===== config.mk =====
export PLATFORM = sky130hd
export DESIGN_NAME = eps_regs
export DESIGN_NICKNAME = d
export VERILOG_FILES = /design/src/eps_pkg.sv /design/src/eps_mem_if.sv /design/src/eps_nvm_mem.sv /design/src/eps_regs.sv
export SDC_FILE = /design/constraint.sdc
export NUM_CORES = 1
export LEC_CHECK = 0
export ABC_AREA = 1
export BUFFER_PORTS_ARGS = -buffer_cell sky130_fd_sc_hd__buf_2
export CELL_PAD_IN_SITES_DETAIL_PLACEMENT = 2
export CELL_PAD_IN_SITES_GLOBAL_PLACEMENT = 2
export CORE_MARGIN = 10
export CORE_UTILIZATION = 39
export CTS_CLUSTER_DIAMETER = 80
export DETAILED_ROUTE_END_ITERATION = 6
export PLACE_DENSITY_LB_ADDON = 0.12
export SLEW_MARGIN = 30
export SYNTH_ARGS = -nofsm -noshare
export SYNTH_HDL_FRONTEND = slang
export SYNTH_HIERARCHICAL = 1
export SYNTH_SLANG_ARGS = --single-unit

===== constraint.sdc =====
create_clock -name clk -period 4.6 [get_ports clk]
set_clock_uncertainty 0.2 [all_clocks]
set_input_delay 0.23 -clock clk [delete_from_list [all_inputs] [get_ports clk]]
set_output_delay 0.23 -clock clk [all_outputs]
set_load 0.01 [all_outputs]

===== src/eps_pkg.sv =====
// Constants for the speed speed_bypass_select and single-word programming register block
package eps_pkg;
   localparam int DW = 16;
   localparam int CFG_WORDS = 7;
   localparam int CFG_AW = 3;

   localparam logic [7:0] OFS_ID        = 8'h08;
   localparam logic [7:0] OFS_UNUSED_LO = 8'h09;
   localparam logic [7:0] OFS_UNUSED_HI = 8'h2F;
   localparam logic [7:0] OFS_SPEED     = 8'h30;
   localparam logic [7:0] OFS_KEY       = 8'h31;
   localparam logic [7:0] OFS_STATUS    = 8'h32;
   localparam logic [7:0] OFS_ADDR      = 8'h33;
   localparam logic [7:0] OFS_WDATA     = 8'h34;
   localparam logic [7:0] OFS_CTRL      = 8'h35;
   localparam logic [7:0] OFS_RDATA     = 8'h36;
   localparam logic [7:0] CFG_FIRST     = 8'h90;
   localparam logic [7:0] CFG_LAST      = 8'h96;

   localparam logic [15:0] UNLOCK_KEY = 16'hC0DE;
   localparam logic [15:0] RST_WORD   = 16'h0000;

   localparam int BYPASS_BIT  = 15;
   localparam int SPEED_MSB   = 8;
   localparam int MIRROR_BIT  = 12;
   localparam int REFRESH_BIT = 8;
   localparam int DIR_BIT     = 2;
   localparam int KIND_MSB    = 1;
   localparam int READY_BIT   = 0;

   typedef enum logic [1:0] {
      EPS_KIND_OFF    = 2'h0,
      EPS_KIND_SINGLE = 2'h1,
      EPS_KIND_MASS   = 2'h2,
      EPS_KIND_BAD    = 2'h3
   } eps_kind_e;

   localparam int CLK_NS = 40;
   localparam int NVM_ACCESS_NS = 200;
   localparam logic [7:0] NVM_ACCESS_CYC = 8'((NVM_ACCESS_NS + CLK_NS - 1) / CLK_NS);
endpackage


===== src/eps_mem_if.sv =====
// Port bundle between the register block and the nonvolatile word store
`timescale 1ns/1ns
interface eps_mem_if #(
   parameter int DW = 16,
   parameter int AW = 3
);
   logic          en;
   logic          we;
   logic [AW-1:0] addr;
   logic [DW-1:0] wdata;
   logic [DW-1:0] rdata;

   modport ctl (output en, output we, output addr, output wdata, input rdata);
   modport mem (input en, input we, input addr, input wdata, output rdata);
endinterface


===== src/eps_nvm_mem.sv =====
// Nonvolatile configuration word store with registered read data
`timescale 1ns/1ns
module eps_nvm_mem #(
   parameter int DEPTH = 7,
   parameter int DW    = 16
) (
   input wire logic clk,
   input wire logic ce,
   eps_mem_if.mem   port
);
   typedef struct packed {
      logic [DEPTH-1:0][DW-1:0] words;
      logic [DW-1:0]            rdata;
   } eps_mem_s;

   eps_mem_s mem_reg;
   eps_mem_s mem_next;

   // Contents survive reset, as a nonvolatile array would
   always_comb begin
      mem_next = mem_reg;
      if (ce && port.en && (int'(port.addr) < DEPTH)) begin
         if (port.we) begin
            mem_next.words[port.addr] = port.wdata;
         end else begin
            mem_next.rdata = mem_reg.words[port.addr];
         end
      end
   end

   always_ff @(posedge clk) begin
      mem_reg <= mem_next;
   end

   assign port.rdata = mem_reg.rdata;
endmodule


===== src/eps_regs.sv =====
// Speed speed_bypass_select and single-word nonvolatile programming register block
// How it works
// - Identification upper byte holds die identifier
// - Identification lower byte holds revision code
// - Addresses 0x09 to 0x2F hold nothing
// - Bypass bit selects host-written speed command
// - Nine-bit host speed value, bits 8:0
// - Only correct unlock key opens configuration space to writes and transfers; reads need no key
// - Status bit 0 shows store availability
// - Address field picks the single-word location
// - Write data register goes to addressed word
// - Access kind: off, single, mass; never 11
// - Direction bit: zero reads, one writes
// - Single read lands in read data register
// - Mirror enable serves and uses shadow copy
`timescale 1ns/1ns
module eps_regs #(
   parameter logic [7:0] DIE_ID   = 8'h5A, // Arbitrary value
   parameter logic [7:0] REV_CODE = 8'h3C, // Arbitrary value
   parameter logic [7:0] NVM_CYC  = eps_pkg::NVM_ACCESS_CYC
) (
   input  wire logic        clk,
   input  wire logic        rstn,
   input  wire logic        ce,
   input  wire logic [7:0]  reg_addr,
   input  wire logic        reg_wr,
   input  wire logic [15:0] reg_wdata,
   input  wire logic        reg_rd,
   input  wire logic [8:0]  speed_in,
   output wire logic [15:0] rd_data,
   output wire logic        rd_valid,
   output wire logic [8:0]  speed_cmd,
   output wire logic        nvm_available,
   output wire logic        mirror_active
);
   typedef enum logic [1:0] {ST_IDLE, ST_ISSUE, ST_WAIT} eps_fsm_e;

   typedef struct packed {
      logic                                  bypass;
      logic [8:0]                            host_speed;
      logic [15:0]                           key;
      logic [7:0]                            addr;
      logic [15:0]                           wval;
      logic                                  mirror;
      logic [1:0]                            kind;
      logic                                  dir;
      logic [15:0]                           rval;
      logic [eps_pkg::CFG_WORDS-1:0][15:0]   shadow;
      eps_fsm_e                              fsm;
      logic [eps_pkg::CFG_AW-1:0]            idx;
      logic                                  mass;
      logic                                  op_dir;
      logic [7:0]                            cnt;
      logic                                  cap;
      logic                                  rd_pend;
      logic [7:0]                            rd_addr;
      logic [15:0]                           rd_data;
      logic                                  rd_valid;
      logic [8:0]                            speed_cmd;
      logic                                  ready;
   } eps_state_s;

   eps_state_s st_reg;
   eps_state_s st_next;

   eps_mem_if #(.DW(eps_pkg::DW), .AW(eps_pkg::CFG_AW)) mem ();

   eps_nvm_mem #(.DEPTH(eps_pkg::CFG_WORDS), .DW(eps_pkg::DW)) u_mem (
      .clk  (clk),
      .ce   (ce),
      .port (mem.mem)
   );

   function automatic logic is_cfg(input logic [7:0] a);
      return (a >= eps_pkg::CFG_FIRST) && (a <= eps_pkg::CFG_LAST);
   endfunction

   function automatic logic [eps_pkg::CFG_AW-1:0] cfg_index(input logic [7:0] a);
      logic [7:0] d;
      d = a - eps_pkg::CFG_FIRST;
      return d[eps_pkg::CFG_AW-1:0];
   endfunction

   logic unlocked;
   assign unlocked = (st_reg.key == eps_pkg::UNLOCK_KEY);

   always_comb begin
      st_next = st_reg;
      mem.en = 1'b0;
      mem.we = 1'b0;
      mem.addr = '0;
      mem.wdata = '0;
      if (ce) begin
         st_next.rd_valid = 1'b0;
         // Register writes; reserved bits are dropped here
         if (reg_wr) begin
            unique case (reg_addr)
               eps_pkg::OFS_SPEED: begin
                  st_next.bypass = reg_wdata[eps_pkg::BYPASS_BIT];
                  st_next.host_speed = reg_wdata[eps_pkg::SPEED_MSB:0];
               end
               eps_pkg::OFS_KEY: begin
                  st_next.key = reg_wdata;
               end
               eps_pkg::OFS_ADDR: begin
                  st_next.addr = reg_wdata[7:0];
               end
               eps_pkg::OFS_WDATA: begin
                  st_next.wval = reg_wdata;
               end
               eps_pkg::OFS_CTRL: begin
                  st_next.mirror = reg_wdata[eps_pkg::MIRROR_BIT];
                  st_next.dir = reg_wdata[eps_pkg::DIR_BIT];
                  if (reg_wdata[eps_pkg::KIND_MSB:0] != eps_pkg::EPS_KIND_BAD) begin
                     st_next.kind = reg_wdata[eps_pkg::KIND_MSB:0];
                  end
                  // Start a transfer only when open and idle
                  if (unlocked && (st_reg.fsm == ST_IDLE)) begin
                     if (reg_wdata[eps_pkg::REFRESH_BIT]) begin
                        st_next.fsm = ST_ISSUE;
                        st_next.mass = 1'b1;
                        st_next.op_dir = 1'b0;
                        st_next.idx = '0;
                     end else if (reg_wdata[eps_pkg::KIND_MSB:0] == eps_pkg::EPS_KIND_SINGLE
                                  && is_cfg(st_reg.addr)) begin
                        st_next.fsm = ST_ISSUE;
                        st_next.mass = 1'b0;
                        st_next.op_dir = reg_wdata[eps_pkg::DIR_BIT];
                        st_next.idx = cfg_index(st_reg.addr);
                     end else if (reg_wdata[eps_pkg::KIND_MSB:0] == eps_pkg::EPS_KIND_MASS) begin
                        st_next.fsm = ST_ISSUE;
                        st_next.mass = 1'b1;
                        st_next.op_dir = reg_wdata[eps_pkg::DIR_BIT];
                        st_next.idx = '0;
                     end
                  end
               end
               default: begin
                  if (is_cfg(reg_addr) && unlocked) begin
                     st_next.shadow[cfg_index(reg_addr)] = reg_wdata;
                  end
               end
            endcase
         end

         // Host reads of the store take the port ahead of the sequencer
         if (reg_rd && is_cfg(reg_addr)) begin
            mem.en = 1'b1;
            mem.addr = cfg_index(reg_addr);
         end

         // Read answer: data one cycle after the request is taken
         if (st_reg.rd_pend) begin
            st_next.rd_valid = 1'b1;
            st_next.rd_pend = 1'b0;
            unique case (st_reg.rd_addr)
               eps_pkg::OFS_ID: st_next.rd_data = {DIE_ID, REV_CODE};
               eps_pkg::OFS_SPEED: begin
                  st_next.rd_data = {st_reg.bypass, 6'h00, st_reg.host_speed};
               end
               eps_pkg::OFS_KEY: st_next.rd_data = st_reg.key;
               eps_pkg::OFS_STATUS: st_next.rd_data = {15'h0000, st_reg.ready};
               eps_pkg::OFS_ADDR: st_next.rd_data = {8'h00, st_reg.addr};
               eps_pkg::OFS_WDATA: st_next.rd_data = st_reg.wval;
               eps_pkg::OFS_CTRL: begin
                  st_next.rd_data = {3'h0, st_reg.mirror, 9'h000, st_reg.dir, st_reg.kind};
               end
               eps_pkg::OFS_RDATA: st_next.rd_data = st_reg.rval;
               default: begin
                  if (is_cfg(st_reg.rd_addr)) begin
                     st_next.rd_data = st_reg.mirror ? st_reg.shadow[cfg_index(st_reg.rd_addr)]
                                                     : mem.rdata;
                  end else begin
                     st_next.rd_data = eps_pkg::RST_WORD;
                  end
               end
            endcase
         end
         if (reg_rd) begin
            st_next.rd_pend = 1'b1;
            st_next.rd_addr = reg_addr;
         end

         // Sequencer for single-word and whole-space transfers
         unique case (st_reg.fsm)
            ST_IDLE: begin
            end
            ST_ISSUE: begin
               if (!reg_rd) begin
                  mem.en = 1'b1;
                  mem.we = st_reg.op_dir;
                  mem.addr = st_reg.idx;
                  mem.wdata = st_reg.mass ? st_reg.shadow[st_reg.idx] : st_reg.wval;
                  st_next.cnt = NVM_CYC - 8'h01;
                  st_next.cap = !st_reg.op_dir;
                  st_next.fsm = ST_WAIT;
               end
            end
            ST_WAIT: begin
               if (st_reg.cap) begin
                  st_next.cap = 1'b0;
                  if (st_reg.mass) begin
                     st_next.shadow[st_reg.idx] = mem.rdata;
                  end else begin
                     st_next.rval = mem.rdata;
                  end
               end
               if (st_reg.cnt != 8'h00) begin
                  st_next.cnt = st_reg.cnt - 8'h01;
               end else if (st_reg.mass && (int'(st_reg.idx) != eps_pkg::CFG_WORDS - 1)) begin
                  st_next.idx = st_reg.idx + 3'h1;
                  st_next.fsm = ST_ISSUE;
               end else begin
                  st_next.fsm = ST_IDLE;
               end
            end
            default: begin
               st_next.fsm = ST_IDLE;
            end
         endcase

         st_next.ready = (st_next.fsm == ST_IDLE);
         st_next.speed_cmd = st_reg.bypass ? st_reg.host_speed : speed_in;
      end
   end

   always_ff @(posedge clk) begin
      if (!rstn) begin
         st_reg <= '0;
      end else begin
         st_reg <= st_next;
      end
   end

   assign rd_data       = st_reg.rd_data;
   assign rd_valid      = st_reg.rd_valid;
   assign speed_cmd     = st_reg.speed_cmd;
   assign nvm_available = st_reg.ready;
   assign mirror_active = st_reg.mirror;

   // Checks
   logic [15:0] shadow0;
   assign shadow0 = st_reg.shadow[0];
endmodule


# == Word-level counts from Yosys, hierarchy flattened ==
# Index checks and enable logic that the tools add are counted.
# word_totals
ff_bits,362
latchBits,0
mem_bits_rw,0
romBits,0
in_bits,38
output_inout_bits,28
wordCells,174
mem_count,0
# classes
add_sub_neg,5
multipliers,0
n_div,0
magnitude_cmp,14
eq_ne,26
n_shift,0
mux,58
n_bitwise,2
n_reduce_logical,33
# op_table
op,count
112-bit two-way mux,5
112-bit bitwise mux,3
119-bit two-way mux,2
16-bit two-way mux,12
16-bit binary-select mux with 3-bit select,3
16-bit demux with 3-bit select,3
16-bit one-hot mux with 8 select lines,1
8-bit by 6-bit == test with 1-bit output (second input constant),12
7-bit two-way mux,5
9-bit two-way mux,3
8-bit >= comparator (second input constant),3
8-bit <= comparator (second input constant),3
3-bit two-way mux,6
9-bit one-hot mux with 2 select lines,1
3-bit AND reduction,6
16-bit == test (second input constant),1
3-bit by 4-bit less-than comparator with 1-bit output (second input constant),4
1-bit logical AND,13
4-bit AND reduction,3
3-bit by 1-bit >= comparator with 1-bit output (second input constant),3
1-bit two-way mux,9
3-bit by 1-bit subtractor with 3-bit output (second input constant),3
8-bit by 4-bit == test with 1-bit output (second input constant),1
8-bit two-way mux,1
20 further kinds,32

# == Longest topological paths before layout ==
# Gate-level depths: netlist of the first run.
# depth
ltp_word,15
mapped_depth,18
ltp_nobuf,13

# == Cells and area by module ==
# The synthesis of the first run kept the hierarchy.
# by_module_without_submodules
mod,instances,cells_each,area_per_inst_um2,seq_area_each_um2
eps_regs,1,2425,15008.1,4684.5
eps_nvm_mem,1,477,5437.7,3843.7

# == Worst setup path after synthesis of the first run ==
# No wires, ideal clock.
# synth_path
kind,in2reg
start,in reg_addr[0]
end,reg u_mem/mem_reg[16] (netlist name) (enable)
setup_time_ns,0.389
arrival_ns,2.626
t_required_ns,4.011
path_slack_ns,1.385
path_stages,15
n_path_buf,7
cell_sequence,buf_2 > inv_2 > o21ai_1 > nor2_4 > buf_6 > buf_8 > buf_4 > nand2_1 > o22ai_1 > buf_6 > inv_6 > buf_8 > buf_8 > nand3_1 > nor2_1
# synth_between
elab_chain_len,10
word_cells_on_any_way,17
cone_classes,add/sub: 1; order compare: 3; mux: 8; reduce/logical: 5
# synth_lines
item,line_no,rtl
from (decl),eps_regs.sv:25,"input wire logic [7:0] reg_addr,"
8-bit >= comparator or 8-bit <= comparator (tied branches),eps_regs.sv:75,return (a >= eps_pkg::CFG_FIRST) && (a <= eps_pkg::CFG_LAST);
1-bit logical AND,eps_regs.sv:75,
1-bit logical AND,eps_regs.sv:147,if (reg_rd && is_cfg(reg_addr)) begin
3-bit two-way mux (*),eps_regs.sv:147,
3-bit two-way mux,eps_regs.sv:189,if (!reg_rd) begin
3-bit two-way mux (*),eps_regs.sv:185,unique case (st_reg.fsm)
3-bit two-way mux (*),eps_regs.sv:93,if (ce) begin
named net mem.addr[0],eps_mem_if.sv:9,logic [AW-1:0] addr;
3-bit less-than comparator (*),eps_nvm_mem.sv:22,if (ce && port.en && (int'(port.addr) < DEPTH)) begin
1-bit logical AND (*),eps_nvm_mem.sv:22,
2-bit AND reduction (no source line) (*),-,
to (signal assigned),eps_nvm_mem.sv:32,mem_reg <= mem_next;
to (decl),eps_nvm_mem.sv:16,eps_mem_s mem_reg;
# Mark *: on every way through the listed nets, which the timed path passes. The rest lies on a longest branch.
# A chain may end at the register's enable or synchronous reset.

# == Final worst setup path of the first run ==
# layout_path
start,in reg_addr[0]
end,reg u_mem/mem_reg[124] (netlist name) (enable)
# The elaborated chain is that of the path after synthesis.

==> impl_metrics.toml, run 1 <==
[synthesis]
yosysTopAreaCell = "dfxtp_1"
synth.area.top_cells = "dfxtp_1, edfxtp_1, nand2_1, o21ai_0, a21oi_1"
ys_warn_count = 6
synth-compound-area-share_pct = 16.2
ys.flop_type = "dfxtp_1"
synth_xor_area_share_pct = 0.0428
ys_ff_latch = 362
async_flop_share_pct = 0
synth_area_mm2 = 0.0204
syn_nets = 2943
avgSynthCellArea_um2 = 7.05
ys_seq_area_share_pct = 41.7
synth.distinct_cells = 54
synth-edff-count = 128
synthSimpleGateAreaFrac_pct = 30.2
synthMuxAreaShare_pct = 0
syn_inst = 2902
synth-adder-area-share_pct = 0.184
yosys-top-cells-count = "nand2_1, o21ai_0, dfxtp_1, a21oi_1, inv_1"
synth_top_area_share_pct = 22.9
yosysMostFrequentCell = "nand2_1"
synth_top_family_by_area = "simple AND/OR/NAND/NOR gates"

[placed_design]
hpwl_um = 66200
io_buffers = 65
place_ws_ns = 1.02
place_congestion = 0.924
placedCellCount = 3477
place_area_mm2 = 0.0209

[die]
die-width_um = 249
die_h_um = 249
dieArea_mm2 = 0.0620
core_area_mm2 = 0.0516
rows = 83
ios = 66
start_util_pct = 39.6

[routing]
drcViolationCount = 0
vias = 22100
viasPerCell = 6.15
ant_nets = 0
wl_per_cell_um = 28.1
dr.first_iter.drc_count = 2000
drt-total-wl_um = 101000
detailedRoute.firstPassIterationCount = 6

[critical_path]
setup.worst_path.start_class = "input pin"
end_kind = "flop"
critPathKind = "in2reg"
crit_fanout = 13
worstPathArrival_ns = 3.63
required_ns = 4.68

[min_path]
hold_class = "in2reg"

[global_routing]
grt_use_total_pct = 31.2
grt_pass1_wl_um = 150000
antenna_found_initial = 4
grt_pass1_vias = 23200
grt_max_degree = 135
overflow = 0

[cts]
postCtsSetupBuffers = 0
cts_buffers = 45
cts_tree = "yes"
htree_levels = 2
cts-root-buf = "clkbuf_16"
clk_pin_slew_ns = 0.06
clock_sink_count = 362
clk_latency_ns = 0.60
cts_resized = 0
postCtsHoldBufs = 34
ctsLongestPathBuffers = 3

[sta]
finalHoldViolations = 0
rsz0062_at_grt = "false"
finalSetupViolations = 0
fin_crit_sh_pct = 77.0
slew_headroom_pct = 33.2
tightest_slew_ns = 1.00
fin_ws_ns = 1.06
period_needed_ns = 3.54
finalMaxSlewViolations = 0
finalSetupTns_ns = 0
fmax_mhz = 282

[layout]
final_cell_area_mm2 = 0.0227
final_util_pct = 44.0
nNetsFinal = 2919
largest_reg_flops = 190
fin_cells = 3588
areaGrowthSynthToFinish_pct = 11.2
n_fill_cell = 6060
drive_gt1_share_pct = 10.2

[power]
ir_drop_mv = 0.362
power_leakage_nw = 9.09
p_comb_share_pct = 7.4
netSwitchingFraction_pct = 25.6
p_sw_mw = 1.93
cell_internal_pwr_mw = 5.61
clock_power_share_pct = 48.2
seqPwrFrac_pct = 44.4
pwr_density_cell_mw_per_mm2 = 332

[run_status]
outcome = "complete, no violations"

[flow_run]
maxCapViolCount = 0
## critical path: stages
cell and delay (ns):
dlygate4sd3_1 0.54, buf_2 0.22, inv_2 0.14, o21ai_1 0.30, nor2_4 0.07, nand2_1 0.31, o22ai_4 0.24, nand3_1 0.18
nand4_1 0.30, nor2_1 0.74, buf_4 0.32
## area by class of cell
type	instances	area [µm²]	area share (%)
Sequential cell	362	8530	37.5
Antenna cell	2	5.00	0.0220
Clock inverter	21	230	1.01
Inverter	272	1030	4.54
Clock buffer	54	1220	5.38
Multi-Input combinational cell	2022	9590	42.2
Tap cell	680	851	3.74
Timing Repair Buffer	175	1280	5.61
## through the flow
step / power (mW) / hold WS (ns)
final: 7.55 / 0.0343
after global routing: 7.74 / 0.0773
after CTS: 7.56 / 0.0208
after detailed placement: 3.93 / 0.256
after global placement: 3.91 / 0.239
after floorplan: 3.72 / 0.197
## placed cells by master (no fill, tap or decap), types with 7 or more instances in the layout
cell,n
o211ai_1,18
dfxtp_1,234
nor2_4,9
buf_4,74
nand3_2,23
nand3_1,176
nor3_1,39
a21oi_1,217
a211oi_1,20
inv_2,31
clkinv_2,8
o21ai_0,250
nand2_1,834
inv_1,199
dlygate4sd3_1,34
o21ai_1,36
o2111ai_1,7
nor2_1,183
a41oi_1,7
edfxtp_1,128
nand4_1,120
clkbuf_16,47
o22ai_1,18
clkinv_1,45
buf_2,64
## power by group through the flow
stage               Combinational (mW)  Clock, mW  Sequential [mW]
floorplan                        0.320          0             3.40
global placement                 0.495          0             3.41
detailed placement               0.511          0             3.42
CTS                              0.538       3.68             3.35
global route                     0.593       3.80             3.35
finish                           0.559       3.64             3.35
## final timing paths
kind / to / slack (ns) / cells past startpoint / startpoint
min reg2reg: st_reg[179]$_SDFFE_PN0P_ / 0.27 / 2 / st_reg[179]$_SDFFE_PN0P_
min: st_reg[50]$_SDFFE_PN0P_ / 0.03 / 7 / reg_wr
max reg2reg: rd_data[13]$_SDFFE_PN0P_ / 1.21 / 6 / st_reg[27]$_SDFFE_PN0P_
max: u_mem/mem_reg[124]$_DFFE_PP_ / 1.06 / 11 / reg_addr[0]
## per-layer routing
metal  global-route usage, %  share of wire, %
met5                       0             0.024
met4                    15.3               5.0
met3                    4.90               6.6
met2                    52.3                47
met1                    38.3                41
## logic make-up (layout without fill, tap and decap cells)
family	Yosys count	count (layout)
adder cells (fa/ha/maj)	3	3
AND/OR/NAND/NOR	1410	1410
other	0	2
flip-flops	362	362
buffers and inverters	518	522
XOR/XNOR	1	1
AO/OA/AOI/OAI	608	608
No activity file was read; power rests on OpenSTA's default activity.
==> run 2, diff against run 1 <==
--- a/config.mk
+++ b/config.mk
@@ -10,7 +10,7 @@
 export CELL_PAD_IN_SITES_DETAIL_PLACEMENT = 2
 export CELL_PAD_IN_SITES_GLOBAL_PLACEMENT = 2
 export CORE_MARGIN = 10
-export CORE_UTILIZATION = 39
+export CORE_UTILIZATION = 33
 export CTS_CLUSTER_DIAMETER = 80
 export DETAILED_ROUTE_END_ITERATION = 6
 export PLACE_DENSITY_LB_ADDON = 0.12
==> constraint.sdc (replaced) <==
create_clock -name clk -period 3.2 [get_ports clk]
set_clock_uncertainty 0.2 [all_clocks]
set_input_delay 0.16 -clock clk [delete_from_list [all_inputs] [get_ports clk]]
set_output_delay 0.16 -clock clk [all_outputs]
set_load 0.01 [all_outputs]
==> run 2 against run 1 <==
Worst setup slack worse by 0.84 ns. Critical path type is now reg2reg. Sequential power up 44%. Wire length up 3.3%.
==> impl_metrics.toml, run 2 (synthesis results as in run 1) <==
[flow_run]
maxCapViolCount = 0

[layout]
drive_gt1_share_pct = 11.7
nNetsFinal = 2989
areaGrowthSynthToFinish_pct = 15.1
final_common_cell = "nand2_1"
largest_reg_flops = 190
n_fill_cell = 7262
n_antenna_cell = 0
final_cell_mix = "nand2_1, o21ai_0, dfxtp_1"

[global_routing]
grt_pass1_vias = 23400
grt_max_degree = 124
antenna_found_initial = 9
overflow = 0
grt_pass1_wl_um = 153000
grt_use_total_pct = 28.5

[routing]
drt-total-wl_um = 104000
dr.first_iter.drc_count = 2010
viasPerCell = 5.83
ant_nets = 0
detailedRoute.firstPassIterationCount = 5
drcViolationCount = 0
wl_per_cell_um = 27.6
vias = 22000

[die]
ios = 66
core_area_mm2 = 0.0615
start_util_pct = 33.3
dieArea_mm2 = 0.0723
die-width_um = 269
rows = 91
die_h_um = 269

[sta]
slew_headroom_pct = 38.7
finalSetupViolations = 0
fin_crit_sh_pct = 93.2
fmax_mhz = 335
period_needed_ns = 2.98
fin_ws_ns = 0.218
finalHoldViolations = 0
tightest_slew_ns = 0.919
rsz0062_at_grt = "false"
holdWs_ns = 0.0440
finalMaxSlewViolations = 0
finalSetupTns_ns = 0

[cts]
ctsLongestPathBuffers = 3
clk_pin_slew_ns = 0.06
postCtsSetupBuffers = 0
cts-root-buf = "clkbuf_16"
cts_resized = 0
htree_levels = 2
clock_sink_count = 362
clk_latency_ns = 0.61
cts_buffers = 47
cts_tree = "yes"

[critical_path]
critPathKind = "reg2reg"
worstPathArrival_ns = 3.22
crit_fanout = 17
end_kind = "flop"
required_ns = 3.44
setup.worst_path.start_class = "flop"

[placed_design]
place_ws_ns = 0.189
io_buffers = 65
hpwl_um = 69800
place_congestion = 0.914

[power]
p_total_mw = 11.1
power_leakage_nw = 9.43
pwr_density_cell_mw_per_mm2 = 472
ir_drop_mv = 0.351

[min_path]
hold_class = "in2reg"

[run_status]
outcome = "complete, no violations"
[run 2: changes by cell type in the layout (fill, tap and decap cells not counted), moves of 4 or more]
cell           delta
buf_12            +4
buf_4            +46
clkbuf_1          +4
clkinv_1          -4
clkinv_2          -5
clkinvlp_4        +6
dlygate4sd3_1    +18
[run 2: final timing paths]
| path | from | end | slack, ns | cells after the start |
|---|---|---|---|---|
| min | reg_addr[0] | st_reg[27]$_SDFFE_PN0P_ | 0.04 | 3 |
| min reg2reg | st_reg[173]$_SDFFE_PN0P_ | st_reg[173]$_SDFFE_PN0P_ | 0.25 | 2 |
| max reg2reg | st_reg[47]$_SDFFE_PN0P_ | nvm_available$_SDFFE_PN0P_ | 0.22 | 10 |
| max | st_reg[47]$_SDFFE_PN0P_ | nvm_available$_SDFFE_PN0P_ | 0.22 | 10 |
[run 2: area by class of cell]
type | count | area, µm² | area share, %
clock inverter | 20 | 221 | 0.941
sequential | 362 | 8530 | 36.3
multi-input combinational | 2022 | 9570 | 40.7
timing repair buffer | 243 | 1880 | 8.00
tap | 790 | 988 | 4.20
clock buffer | 61 | 1300 | 5.53
inverter | 272 | 1030 | 4.38
[run 2: per-stage QoR]
stage                     instances  area, µm²  utilization [%]
after CTS                      3770      23500             38.3
after floorplan                2902      20400                -
after global placement         3637      21500             34.9
after detailed placement       3637      21500             34.9
after global routing           3770      23500             38.3
final                          3770      23500             38.3
[run 2: what timing repair did]
item                       4_1_cts  5_1_grt
setup endpoints to repair        0        0
hold buffers                    52        0
hold endpoints to repair       154        0
[run 2: per-layer routing]
| metal | vias to the layer above | share of wire [%] | routed length (µm) | GRT usage (%) |
|---|---|---|---|---|
| met4 | 4 | 4.6 | 4790 | 12.6 |
| met5 | - | 0.019 | 20 | 0 |
| met1 | 11300 | 42 | 44100 | 35.8 |
| met3 | 235 | 6.5 | 6800 | 5.30 |
| met2 | 730 | 46 | 48400 | 47.0 |
| li1 | 9729 | - | - | - |
[run 2: critical path: stages (launching register included)]
cell,delay [ns]
dfxtp_1,0.60
inv_2,0.11
buf_4,0.25
ha_1,0.23
nand2_1,0.06
nand3_1,0.09
nor2_1,0.43
a21oi_1,0.13
nand3_1,0.11
dlygate4sd3_1,0.55
a21oi_1,0.06
[run 2: power by group]
part	switching [mW]	internal (mW)	total [mW]
Sequential	0.0479	4.77	4.81
Clock	2.31	3.12	5.43
Combinational	0.617	0.239	0.856
